[src/inc/sesrq_pkg.sv]
package sesrq_pkg;

  // -----------------------------------------------------------------
  // register widths
  // -----------------------------------------------------------------
  localparam int SRQ_MASK_W = 8;
  localparam int EVT_W = 16;

  // -----------------------------------------------------------------
  // event latch bit positions
  // -----------------------------------------------------------------
  localparam int EV_OP_COMPLETE = 0;
  localparam int EV_QUERY_FAULT = 2;
  localparam int EV_DEVICE_FAULT = 3;
  localparam int EV_EXEC_FAULT = 4;
  localparam int EV_CMD_FAULT = 5;
  localparam int EV_POWER_UP = 7;

  // mask of implemented event bits; all others read as zero
  localparam logic [15:0] EV_USED_MASK = 16'h00bd;

  // -----------------------------------------------------------------
  // status byte bit positions
  // -----------------------------------------------------------------
  localparam int SB_QUES = 3;
  localparam int SB_EVENT_SUMMARY = 5;
  localparam int SB_MASTER_SUMMARY = 6;
  localparam int SB_OPER = 7;

  // -----------------------------------------------------------------
  // reset values
  // -----------------------------------------------------------------
  localparam logic [7:0] SRQ_MASK_RST = 8'h00;
  localparam logic [15:0] EVT_MASK_RST = 16'h0000;
  localparam logic [15:0] EVT_LATCH_RST = 16'h0000;

  // -----------------------------------------------------------------
  // common command codes on the command port
  // -----------------------------------------------------------------
  typedef enum logic [2:0] {
    SESRQ_CMD_NONE,
    SESRQ_CMD_SET_SRQ_MASK,
    SESRQ_CMD_QRY_SRQ_MASK,
    SESRQ_CMD_SET_EVT_MASK,
    SESRQ_CMD_QRY_EVT_MASK,
    SESRQ_CMD_QRY_EVT_LATCH,
    SESRQ_CMD_CLEAR_STATUS,
    SESRQ_CMD_OP_COMPLETE
  } sesrq_cmd_t;

  // completion tracker states
  typedef enum logic [1:0] {
    SESRQ_OPC_IDLE,
    SESRQ_OPC_ARMED
  } sesrq_opc_state_t;

endpackage : sesrq_pkg

[src/core/sesrq_opc_tracker.sv]
`timescale 1ns/10ps

// waits for all overlapped work to finish after an arm request
module sesrq_opc_tracker (
  // clock and reset
  input wire logic sys_clk,
  input wire logic rst,
  // control
  input wire logic arm,
  input wire logic opsPending,
  // result
  output logic donePulse
);

  // -----------------------------------------------------------------
  // state
  // -----------------------------------------------------------------
  typedef struct packed {
    sesrq_pkg::sesrq_opc_state_t st;
    logic done;
  } sesrq_opc_reg_t;

  sesrq_opc_reg_t r_q;
  sesrq_opc_reg_t r_d;

  // arm waits while anything is pending; a re-arm just restarts the wait
  always_comb begin
    r_d = r_q;
    r_d.done = 1'b0;
    unique case (r_q.st)
      sesrq_pkg::SESRQ_OPC_IDLE: begin
        if (arm) begin
          r_d.st = sesrq_pkg::SESRQ_OPC_ARMED;
        end
      end
      sesrq_pkg::SESRQ_OPC_ARMED: begin
        if (!opsPending && !arm) begin
          r_d.done = 1'b1;
          r_d.st = sesrq_pkg::SESRQ_OPC_IDLE;
        end
      end
    endcase
  end

  // state register
  always_ff @(posedge sys_clk) begin
    if (rst) begin
      r_q <= '{st: sesrq_pkg::SESRQ_OPC_IDLE, done: 1'b0};
    end else begin
      r_q <= r_d;
    end
  end

  assign donePulse = r_q.done;

endmodule : sesrq_opc_tracker

[src/core/sesrq_status_core.sv]
`timescale 1ns/10ps

module sesrq_status_core #(
  parameter int EVT_WIDTH = 16,
  parameter int SRQ_WIDTH = 8
) (
  // clock and reset
  input wire logic sys_clk,
  input wire logic rst,
  // common command port
  input wire logic cmdValid,
  input wire logic [2:0] cmdCode,
  input wire logic [15:0] cmdArg,
  // overlapped operation status
  input wire logic opsPending,
  // event sources, rising edges are latched
  input wire logic queryEmptyRead,
  input wire logic queryDataLost,
  input wire logic queryInterrupted,
  input wire logic deviceFault,
  input wire logic execFault,
  input wire logic commandFault,
  // other status byte sources
  input wire logic questionableSummary,
  input wire logic operationSummary,
  input wire logic errorAvailable,
  input wire logic messageAvailable,
  // query answer
  output logic rspValid,
  output logic [15:0] rspData,
  // status byte and request line
  output logic [7:0] statusByte,
  output logic serviceRequest
);

  // -----------------------------------------------------------------
  // decoding helpers
  // -----------------------------------------------------------------
  // rising edge of a level compared with its previous sample
  function automatic logic risen(input logic now, input logic was);
    risen = now & ~was;
  endfunction : risen

  // does a command code match
  function automatic logic isCmd(input logic v, input logic [2:0] c, input sesrq_pkg::sesrq_cmd_t k);
    isCmd = v & (c == k);
  endfunction : isCmd

  // -----------------------------------------------------------------
  // state
  // -----------------------------------------------------------------
  typedef struct packed {
    logic [SRQ_WIDTH-1:0] srqMask;
    logic [EVT_WIDTH-1:0] evtMask;
    logic [EVT_WIDTH-1:0] evtLatch;
    logic [5:0] srcPrev;
    logic powerUpPending;
    logic rspValid;
    logic [15:0] rspData;
    logic [7:0] statusByte;
    logic serviceRequest;
  } sesrq_core_reg_t;

  sesrq_core_reg_t r_q;
  sesrq_core_reg_t r_d;

  logic opDone;
  logic [5:0] srcNow;
  logic [EVT_WIDTH-1:0] evtSet;
  logic [7:0] sbNext;
  logic summaryBit;
  logic srqAny;

  // -----------------------------------------------------------------
  // completion tracking
  // -----------------------------------------------------------------
  sesrq_opc_tracker u_opc (
    .sys_clk(sys_clk),
    .rst(rst),
    .arm(isCmd(cmdValid, cmdCode, sesrq_pkg::SESRQ_CMD_OP_COMPLETE)),
    .opsPending(opsPending),
    .donePulse(opDone)
  );

  // -----------------------------------------------------------------
  // event collection
  // -----------------------------------------------------------------
  // the three query faults share one bit, so merge after edge detection of each
  assign srcNow = {commandFault, execFault, deviceFault, queryInterrupted, queryDataLost, queryEmptyRead};

  // set terms per latch bit; only edges matter, holding a fault high sets once
  always_comb begin
    evtSet = '0;
    evtSet[sesrq_pkg::EV_OP_COMPLETE] = opDone;
    evtSet[sesrq_pkg::EV_QUERY_FAULT] = risen(srcNow[0], r_q.srcPrev[0])
      | risen(srcNow[1], r_q.srcPrev[1])
      | risen(srcNow[2], r_q.srcPrev[2]);
    evtSet[sesrq_pkg::EV_DEVICE_FAULT] = risen(srcNow[3], r_q.srcPrev[3]);
    evtSet[sesrq_pkg::EV_EXEC_FAULT] = risen(srcNow[4], r_q.srcPrev[4]);
    evtSet[sesrq_pkg::EV_CMD_FAULT] = risen(srcNow[5], r_q.srcPrev[5]);
    evtSet[sesrq_pkg::EV_POWER_UP] = r_q.powerUpPending;
    evtSet = evtSet & EVT_WIDTH'(sesrq_pkg::EV_USED_MASK);
  end

  // -----------------------------------------------------------------
  // status byte and service request
  // -----------------------------------------------------------------
  // summary looks at the next latch so it tracks the stored contents
  always_comb begin
    summaryBit = |(r_d.evtLatch & r_q.evtMask);
    sbNext = 8'h00;
    sbNext[2] = errorAvailable;
    sbNext[4] = messageAvailable;
    sbNext[sesrq_pkg::SB_QUES] = questionableSummary;
    sbNext[sesrq_pkg::SB_OPER] = operationSummary;
    sbNext[sesrq_pkg::SB_EVENT_SUMMARY] = summaryBit;
    // bit 6 itself is excluded so the request cannot hold itself up
    srqAny = |(sbNext & r_d.srqMask[7:0] & ~(8'h01 << sesrq_pkg::SB_MASTER_SUMMARY));
    sbNext[sesrq_pkg::SB_MASTER_SUMMARY] = srqAny;
  end

  // -----------------------------------------------------------------
  // next state
  // -----------------------------------------------------------------
  always_comb begin
    r_d = r_q;
    r_d.srcPrev = srcNow;
    r_d.powerUpPending = 1'b0;
    r_d.rspValid = 1'b0;
    // clears happen first so a same-cycle event still lands
    if (isCmd(cmdValid, cmdCode, sesrq_pkg::SESRQ_CMD_CLEAR_STATUS)) begin
      r_d.evtLatch = '0;
    end
    if (isCmd(cmdValid, cmdCode, sesrq_pkg::SESRQ_CMD_QRY_EVT_LATCH)) begin
      r_d.rspValid = 1'b1;
      r_d.rspData = 16'(r_q.evtLatch);
      r_d.evtLatch = '0;
    end
    r_d.evtLatch = r_d.evtLatch | evtSet;
    if (isCmd(cmdValid, cmdCode, sesrq_pkg::SESRQ_CMD_SET_SRQ_MASK)) begin
      r_d.srqMask = cmdArg[SRQ_WIDTH-1:0];
    end
    if (isCmd(cmdValid, cmdCode, sesrq_pkg::SESRQ_CMD_SET_EVT_MASK)) begin
      r_d.evtMask = cmdArg[EVT_WIDTH-1:0];
    end
    if (isCmd(cmdValid, cmdCode, sesrq_pkg::SESRQ_CMD_QRY_SRQ_MASK)) begin
      r_d.rspValid = 1'b1;
      r_d.rspData = 16'(r_q.srqMask);
    end
    if (isCmd(cmdValid, cmdCode, sesrq_pkg::SESRQ_CMD_QRY_EVT_MASK)) begin
      r_d.rspValid = 1'b1;
      r_d.rspData = 16'(r_q.evtMask);
    end
    r_d.statusByte = sbNext;
    r_d.serviceRequest = srqAny;
  end

  // -----------------------------------------------------------------
  // registers
  // -----------------------------------------------------------------
  // reset is the power-on event, so it arms the power-up flag
  always_ff @(posedge sys_clk) begin
    if (rst) begin
      r_q.srqMask <= SRQ_WIDTH'(sesrq_pkg::SRQ_MASK_RST);
      r_q.evtMask <= EVT_WIDTH'(sesrq_pkg::EVT_MASK_RST);
      r_q.evtLatch <= EVT_WIDTH'(sesrq_pkg::EVT_LATCH_RST);
      r_q.srcPrev <= 6'h3f; // faults already high at reset do not count
      r_q.powerUpPending <= 1'b1;
      r_q.rspValid <= 1'b0;
      r_q.rspData <= 16'h0000;
      r_q.statusByte <= 8'h00;
      r_q.serviceRequest <= 1'b0;
    end else begin
      r_q <= r_d;
    end
  end

  // -----------------------------------------------------------------
  // outputs
  // -----------------------------------------------------------------
  assign rspValid = r_q.rspValid;
  assign rspData = r_q.rspData;
  assign statusByte = r_q.statusByte;
  assign serviceRequest = r_q.serviceRequest;

endmodule : sesrq_status_core

[config.mk]
export PLATFORM = sky130hd
export DESIGN_NAME = sesrq_status_core
export DESIGN_NICKNAME = d
export VERILOG_FILES = /design/src/inc/sesrq_pkg.sv /design/src/core/sesrq_opc_tracker.sv /design/src/core/sesrq_status_core.sv
export SDC_FILE = /design/constraint.sdc
export NUM_CORES = 1
export LEC_CHECK = 0
export BUFFER_PORTS_ARGS = -buffer_cell sky130_fd_sc_hd__buf_2
export CORE_ASPECT_RATIO = 0.7
export CORE_MARGIN = 2
export CORE_UTILIZATION = 44
export CTS_CLUSTER_DIAMETER = 50
export DETAILED_ROUTE_END_ITERATION = 16
export HOLD_SLACK_MARGIN = 0.12
export PLACE_DENSITY = 0.65
export SYNTH_ARGS = -nofsm -noshare
export SYNTH_HDL_FRONTEND = slang
export SYNTH_SLANG_ARGS = --single-unit
[constraint.sdc]
create_clock -name sys_clk -period 3.4 [get_ports sys_clk]
set_clock_uncertainty 0.15 [all_clocks]
set_input_delay 1.02 -clock sys_clk [delete_from_list [all_inputs] [get_ports sys_clk]]
set_output_delay 1.02 -clock sys_clk [all_outputs]
set_load 0.01 [all_outputs]
Word level (Yosys, flattened, before mapping)
Cells that the tools add are included.
{"block": "word_totals", "out_inout_bits": 26, "in_bits": 33, "register_bits": 76, "elab_cells": 66}
{"block": "op_classes", "n_eq_ne": 10, "n_reduce_logical": 9, "bitwise": 25, "muxes": 10}
{"operator": "$mux 17", "n": 3}
{"operator": "$mux 16", "n": 2}
{"operator": "$mux 27", "n": 1}
{"operator": "$and 16x16->16", "n": 1}
{"operator": "$or 16x8->16", "n": 1}
{"operator": "$reduce_or 16->1", "n": 1}
{"operator": "$and 1x1->1", "n": 13}
{"operator": "$eq 3x3->1 const B", "n": 4}
{"operator": "$and 8x8->8", "n": 1}
{"operator": "$mux 8", "n": 1}
{"operator": "$not 1->1", "n": 7}
{"operator": "$reduce_or 7->1", "n": 1}
{"operator": "$eq 3x2->1 const B", "n": 2}
{"operator": "$ne 2x1->1 const B", "n": 2}
{"operator": "$pmux 2 s2", "n": 1}
{"operator": "$eq 3x1->1 const B", "n": 1}
{"operator": "$mux 3", "n": 1}
{"operator": "$reduce_bool 3->1", "n": 1}
{"operator": "$eq 2x1->1 const B", "n": 1}
{"operator": "$logic_not 1->1", "n": 2}
{"operator": "$logic_not 2->1", "n": 1}
{"operator": "$mux 2", "n": 1}
{"operator": "$or 1x1->1", "n": 2}
{"operator": "$reduce_and 2->1", "n": 1}
{"operator": "2 further kinds", "n": 2}

Longest topological paths before layout
{"block": "logic_depth", "depth_word": 10, "ltp_mapped": 8, "mapped_depth_nobuf": 5}

By module
Synthesis repeated with hierarchy kept, for this count alone.
{"block": "hier_totals", "hier_cells": 348, "area_unflattened_um2": 3021.6}
{"mod": "sesrq_status_core", "seq_area_each_um2": 1401.3, "n_inst": 1, "area_per_inst_um2": 2957.8, "cells_per_inst": 343}
{"mod": "sesrq_opc_tracker", "seq_area_each_um2": 40.0, "n_inst": 1, "area_per_inst_um2": 63.8, "cells_per_inst": 5}

Worst setup path after synthesis
Ideal clock, no wire load.
{"block": "synth_timing", "path_type": "input port to flip-flop", "start": "input cmdCode[2]", "end": "register statusByte[6] (netlist name)", "arrival_time_ns": 2.085, "n_path_buf": 2, "required_time_ns": 3.120, "slack_ns": 1.035, "stages": 7, "setup_time_ns": 0.130, "cell_sequence": "buf_4 -> and4bb_1 -> buf_6 -> mux2i_1 -> o22ai_1 -> nor2_1 -> o221ai_2"}
{"block": "synth_via", "elab_chain_len": 9, "elab_cells_between_ends": 14, "cone_classes": "eq/ne (3); mux (3); bitwise (6); reduce/logical (2)"}
{"item": "from (decl)", "line": "sesrq_status_core.sv:12", "text": "input wire logic [2:0] cmdCode,"}
{"item": "$eq 3x3->1", "line": "sesrq_status_core.sv:46", "text": "isCmd = v & (c == k);"}
{"item": "$and 1x1->1", "line": "sesrq_status_core.sv:46"}
{"item": "$mux 16", "line": "sesrq_status_core.sv:131", "text": "if (isCmd(cmdValid, cmdCode, sesrq_pkg::SESRQ_CMD_CLEAR_STATUS)) begin"}
{"item": "$mux 16", "line": "sesrq_status_core.sv:134", "text": "if (isCmd(cmdValid, cmdCode, sesrq_pkg::SESRQ_CMD_QRY_EVT_LATCH)) begin"}
{"item": "$or 16x8->16", "line": "sesrq_status_core.sv:139", "text": "r_d.evtLatch = r_d.evtLatch | evtSet;"}
{"item": "$and 16x16->16", "line": "sesrq_status_core.sv:110", "text": "summaryBit = |(r_d.evtLatch & r_q.evtMask);"}
{"item": "$reduce_or 16->1", "line": "sesrq_status_core.sv:110"}
{"item": "$and 8x8->8 *", "line": "sesrq_status_core.sv:118", "text": "srqAny = |(sbNext & r_d.srqMask[7:0] & ~(8'h01 << sesrq_pkg::SB_MASTER_SUMMARY));"}
{"item": "$reduce_or 7->1 *", "line": "sesrq_status_core.sv:118"}
Mark *: on every way between the ends. The rest lies on a longest branch, timed or not.
A chain may end at the register's enable or synchronous reset.

Final worst setup path
{"block": "layout_timing", "start": "input cmdValid", "end": "register statusByte[6] (netlist name)"}
{"block": "layout_via", "elab_chain_len": 8, "elab_cells_between_ends": 11, "cone_classes": "mux (3); bitwise (6); reduce/logical (2)"}
{"item": "from (decl)", "line": "sesrq_status_core.sv:11", "text": "input wire logic cmdValid,"}
{"item": "$and 1x1->1", "line": "sesrq_status_core.sv:46"}
{"item": "$mux 16", "line": "sesrq_status_core.sv:131"}
{"item": "$mux 16", "line": "sesrq_status_core.sv:134"}
{"item": "$or 16x8->16", "line": "sesrq_status_core.sv:139"}
{"item": "$and 16x16->16", "line": "sesrq_status_core.sv:110"}
{"item": "$reduce_or 16->1", "line": "sesrq_status_core.sv:110"}
{"item": "$and 8x8->8 *", "line": "sesrq_status_core.sv:118"}
{"item": "$reduce_or 7->1 *", "line": "sesrq_status_core.sv:118"}
Marks and branches as above.

==> metrics.cfg <==
[outcome]
status = complete, no violations

[logic_synthesis]
synth-seq-cells = 72
synth_compound_area_share_pct = 16.6
synth.area.mux_share_pct = 5.26
yosys_warnings = 0
synthAdderAreaFrac_pct = 0
synth-xor-area-share_pct = 0.287
ys_seq_area_share_pct = 47.3
netlist_instances = 344
synth_area_um2 = 3050
synth.distinct_cells = 37
postSynthAreaPerCell_um2 = 8.86
synth_top_family_by_area = simple AND/OR/NAND/NOR gates
yosys.area_share.simple_pct = 18.6

[finish]
final_area_um2 = 3350
nets = 406
diodes = 0
areaGrowthSynthToFinish_pct = 9.98
layout-drive-gt1-share_pct = 22.7
stdcell_count = 469

[timing]
timing.fmax_ghz = 0.406
rsz0062_at_grt = false
hold_viol = 0
worst_slew_pin_slew_ns = 0.538
layout_min_cycle_time_ns = 2.47
relSlewSlack_pct = 64.0
fin_setup_tns_ns = 0
holdWs_ns = 0.300
drv_slew = 0
fin_crit_sh_pct = 72.5
finalSetupViolCount = 0

[critical_path]
crit_chain = buf_2 -> and4bb_1 -> mux2i_1 -> o22ai_1 -> nor2_1 -> o221ai_2
end_kind = flop
crit_path_end = statusByte[6]
cpPeakStageDelay_ns = 0.56
r2r-end = statusByte[6]
cp.required_ns = 3.47
r2r_cells = 5
cp_slowest_cell = and4bb_1
worst-path-buf-inv = 1
ff2ff_setup_slack_ns = 1.70
path_class = input pin to flop
critical-path-top-delay-family = simple AND/OR/NAND/NOR gates
cp_num_cells = 6
arrival_ns = 2.53
critPathLaunchType = input pin
rr_startpoint = r_q[27]
critPathLaunch = cmdValid
cp_max_fo = 16

[clock_network]
htreeDepth = 3
clock_sinks = 72
max-clock-path-buffers = 2
clk_pin_slew_ns = 0.07
numCtsBuffers = 9
clk_latency_ns = 0.34
cts_tree = yes
root_buffer = clkbuf_8
postCtsSetupRepairBufs = 0
cts_resized = 0
postCtsHoldBufs = 0

[floorplan]
rows = 25
die_w_um = 103
coreArea_um2 = 6730
die_y_um = 73.6
start_util_pct = 45.3
dieArea_um2 = 7620
num_io_pins = 59

[grt]
grt_use_total_pct = 19.8
met1_usage_pct = 29.3
grt_pass1_wl_um = 11200
grt_pass1_vias = 2233
antenna_found_initial = 0
gr-usage-met3_pct = 7.14
met2_usage_pct = 26.7
overflow = 0
busiest_layer = met1
grt_max_degree = 32

[placed_design]
dp_hpwl_um = 4840
dp_cells = 456
io_buffers = 56
globalplace.congestion = 0.812
post_dp_cell_area_um2 = 3190

[power_and_ir_drop]
p_per_area_nw_per_um2 = 474
power.leakage_nw = 1.40
vdd_drop_max_mv = 0.242
p_total_mw = 1.59

[routing]
drtAntennaViolNets = 0
drt-pass1-iter-count = 4
drt-total-wl_um = 6770
via_per_inst = 5.09
vias = 2389
drcViolationCount = 0
drt_iter0_markers = 147
wl_per_cell_um = 14.4

[flow_run]
maxCapViolCount = 0

[hold_path]
worstHoldPathType = flop to flop

## worst register-to-register path, cell delays in order (launching register included)
cell and delay [ns]:
dfxtp_1 0.31, inv_1 0.04, a222oi_1 0.52, o22ai_1 0.17, o21ai_0 0.27, o221ai_2 0.13
## cells by family (layout without fill, tap and decap cells)
kind of cell / after synthesis / count (layout)
XOR/XNOR: 1 / 1
multiplexers: 16 / 16
AND/OR/NAND/NOR: 119 / 119
flip-flops: 72 / 72
other: 1 / 2
buffers and inverters: 59 / 89
AO/OA/AOI/OAI: 76 / 76
## layout by cell type, fill, tap and decap left out, types with 2 or more instances in the layout
cell type / netlist / routed
conb_1: 1 / 2
a221oi_1: 4 / 4
mux2i_1: 16 / 16
a21oi_1: 39 / 39
a22o_1: 10 / 10
nor3_1: 3 / 3
clkbuf_8: 0 / 11
buf_4: 27 / 7
o311ai_1: 2 / 2
nand2b_1: 8 / 8
and2_1: 10 / 10
o22ai_1: 5 / 5
nor2_1: 37 / 37
or2_2: 6 / 6
inv_1: 13 / 13
dfxtp_1: 72 / 72
o21ai_0: 4 / 4
buf_2: 5 / 56
nor2b_1: 2 / 2
nand2_1: 43 / 43
o311ai_0: 6 / 6
a222oi_1: 2 / 2
a21boi_0: 2 / 2
## layout make-up
type,count,area [µm²]
repair buffers,63,333
clock buffers,12,155
flip-flops and latches,72,1440
fillers,698,3370
clock inverters,1,5.00
multi-input cells,214,1250
well taps,94,118
inverters,13,48.8
## power by group
part           leakage (nW)  switching (mW)  internal [mW]
logic                 0.729          0.0810         0.0560
clock network        0.0842           0.280          0.291
registers             0.586          0.0132          0.866
total                  1.40           0.374           1.21
## flip-flops by register name (all words and copies together), names as in the netlist
signal,cells
r_q,46
rspData,16
statusByte,6
evtSet,1
rspValid,1
u_opc.donePulse,1
u_opc.r_q,1
## worst min path at each step
| stage | cells past startpoint | start | slack, ns | endpoint |
|---|---|---|---|---|
| 2_1_floorplan | 2 | u_opc.r_q[1] | 0.28 | u_opc.r_q[1] |
| 3_3_place_gp | 2 | rspData[3] | 0.29 | rspData[3] |
| 3_5_place_dp | 2 | rspData[3] | 0.29 | rspData[3] |
| 4_1_cts | 2 | rspData[3] | 0.30 | rspData[3] |
| 5_1_grt | 2 | rspData[1] | 0.32 | rspData[1] |
| 6_report | 2 | rspData[3] | 0.30 | rspData[3] |
## synthesized netlist by cell type, drive strengths merged
cell type	count	area share, %
a21boi	2	0.49
a21oi	39	6.4
a221oi	4	1.1
a222oi	2	0.66
a22o	10	2.9
and2	10	2.1
and2b	1	0.33
and3	1	0.21
and4b	1	0.33
and4bb	1	0.41
buf	36	9.0
clkbuf	10	1.2
conb	1	0.12
dfxtp	72	47
inv	13	1.6
mux2i	16	5.3
nand2	43	5.3
nand2b	8	1.6
nand3	1	0.16
nand4	1	0.21
nand4b	1	0.29
nor2	37	4.6
nor2b	2	0.41
nor3	3	0.49
nor3b	1	0.62
o21ai	5	1.2
o221ai	1	0.49
o22ai	5	1.0
o311ai	8	2.3
or2	8	1.6
xnor2	1	0.29
## per-layer routing
layer	part of all wire [%]	up-vias	routed length (µm)
met5	0	-	0
met1	53	1119	3570
met3	7.5	6	506
met4	1.0	0	70
met2	39	76	2620
li1	-	1188	-
## metrics by stage
stage | worst slack (ns) | util, %
final | 0.935 | 49.8
after global routing | 0.837 | 49.8
after CTS | 0.948 | 49.8
after detailed placement | 0.592 | 47.4
after global placement | 0.652 | 47.4
after floorplan | 1.03 | -
No activity file was read; power rests on OpenSTA's default activity.
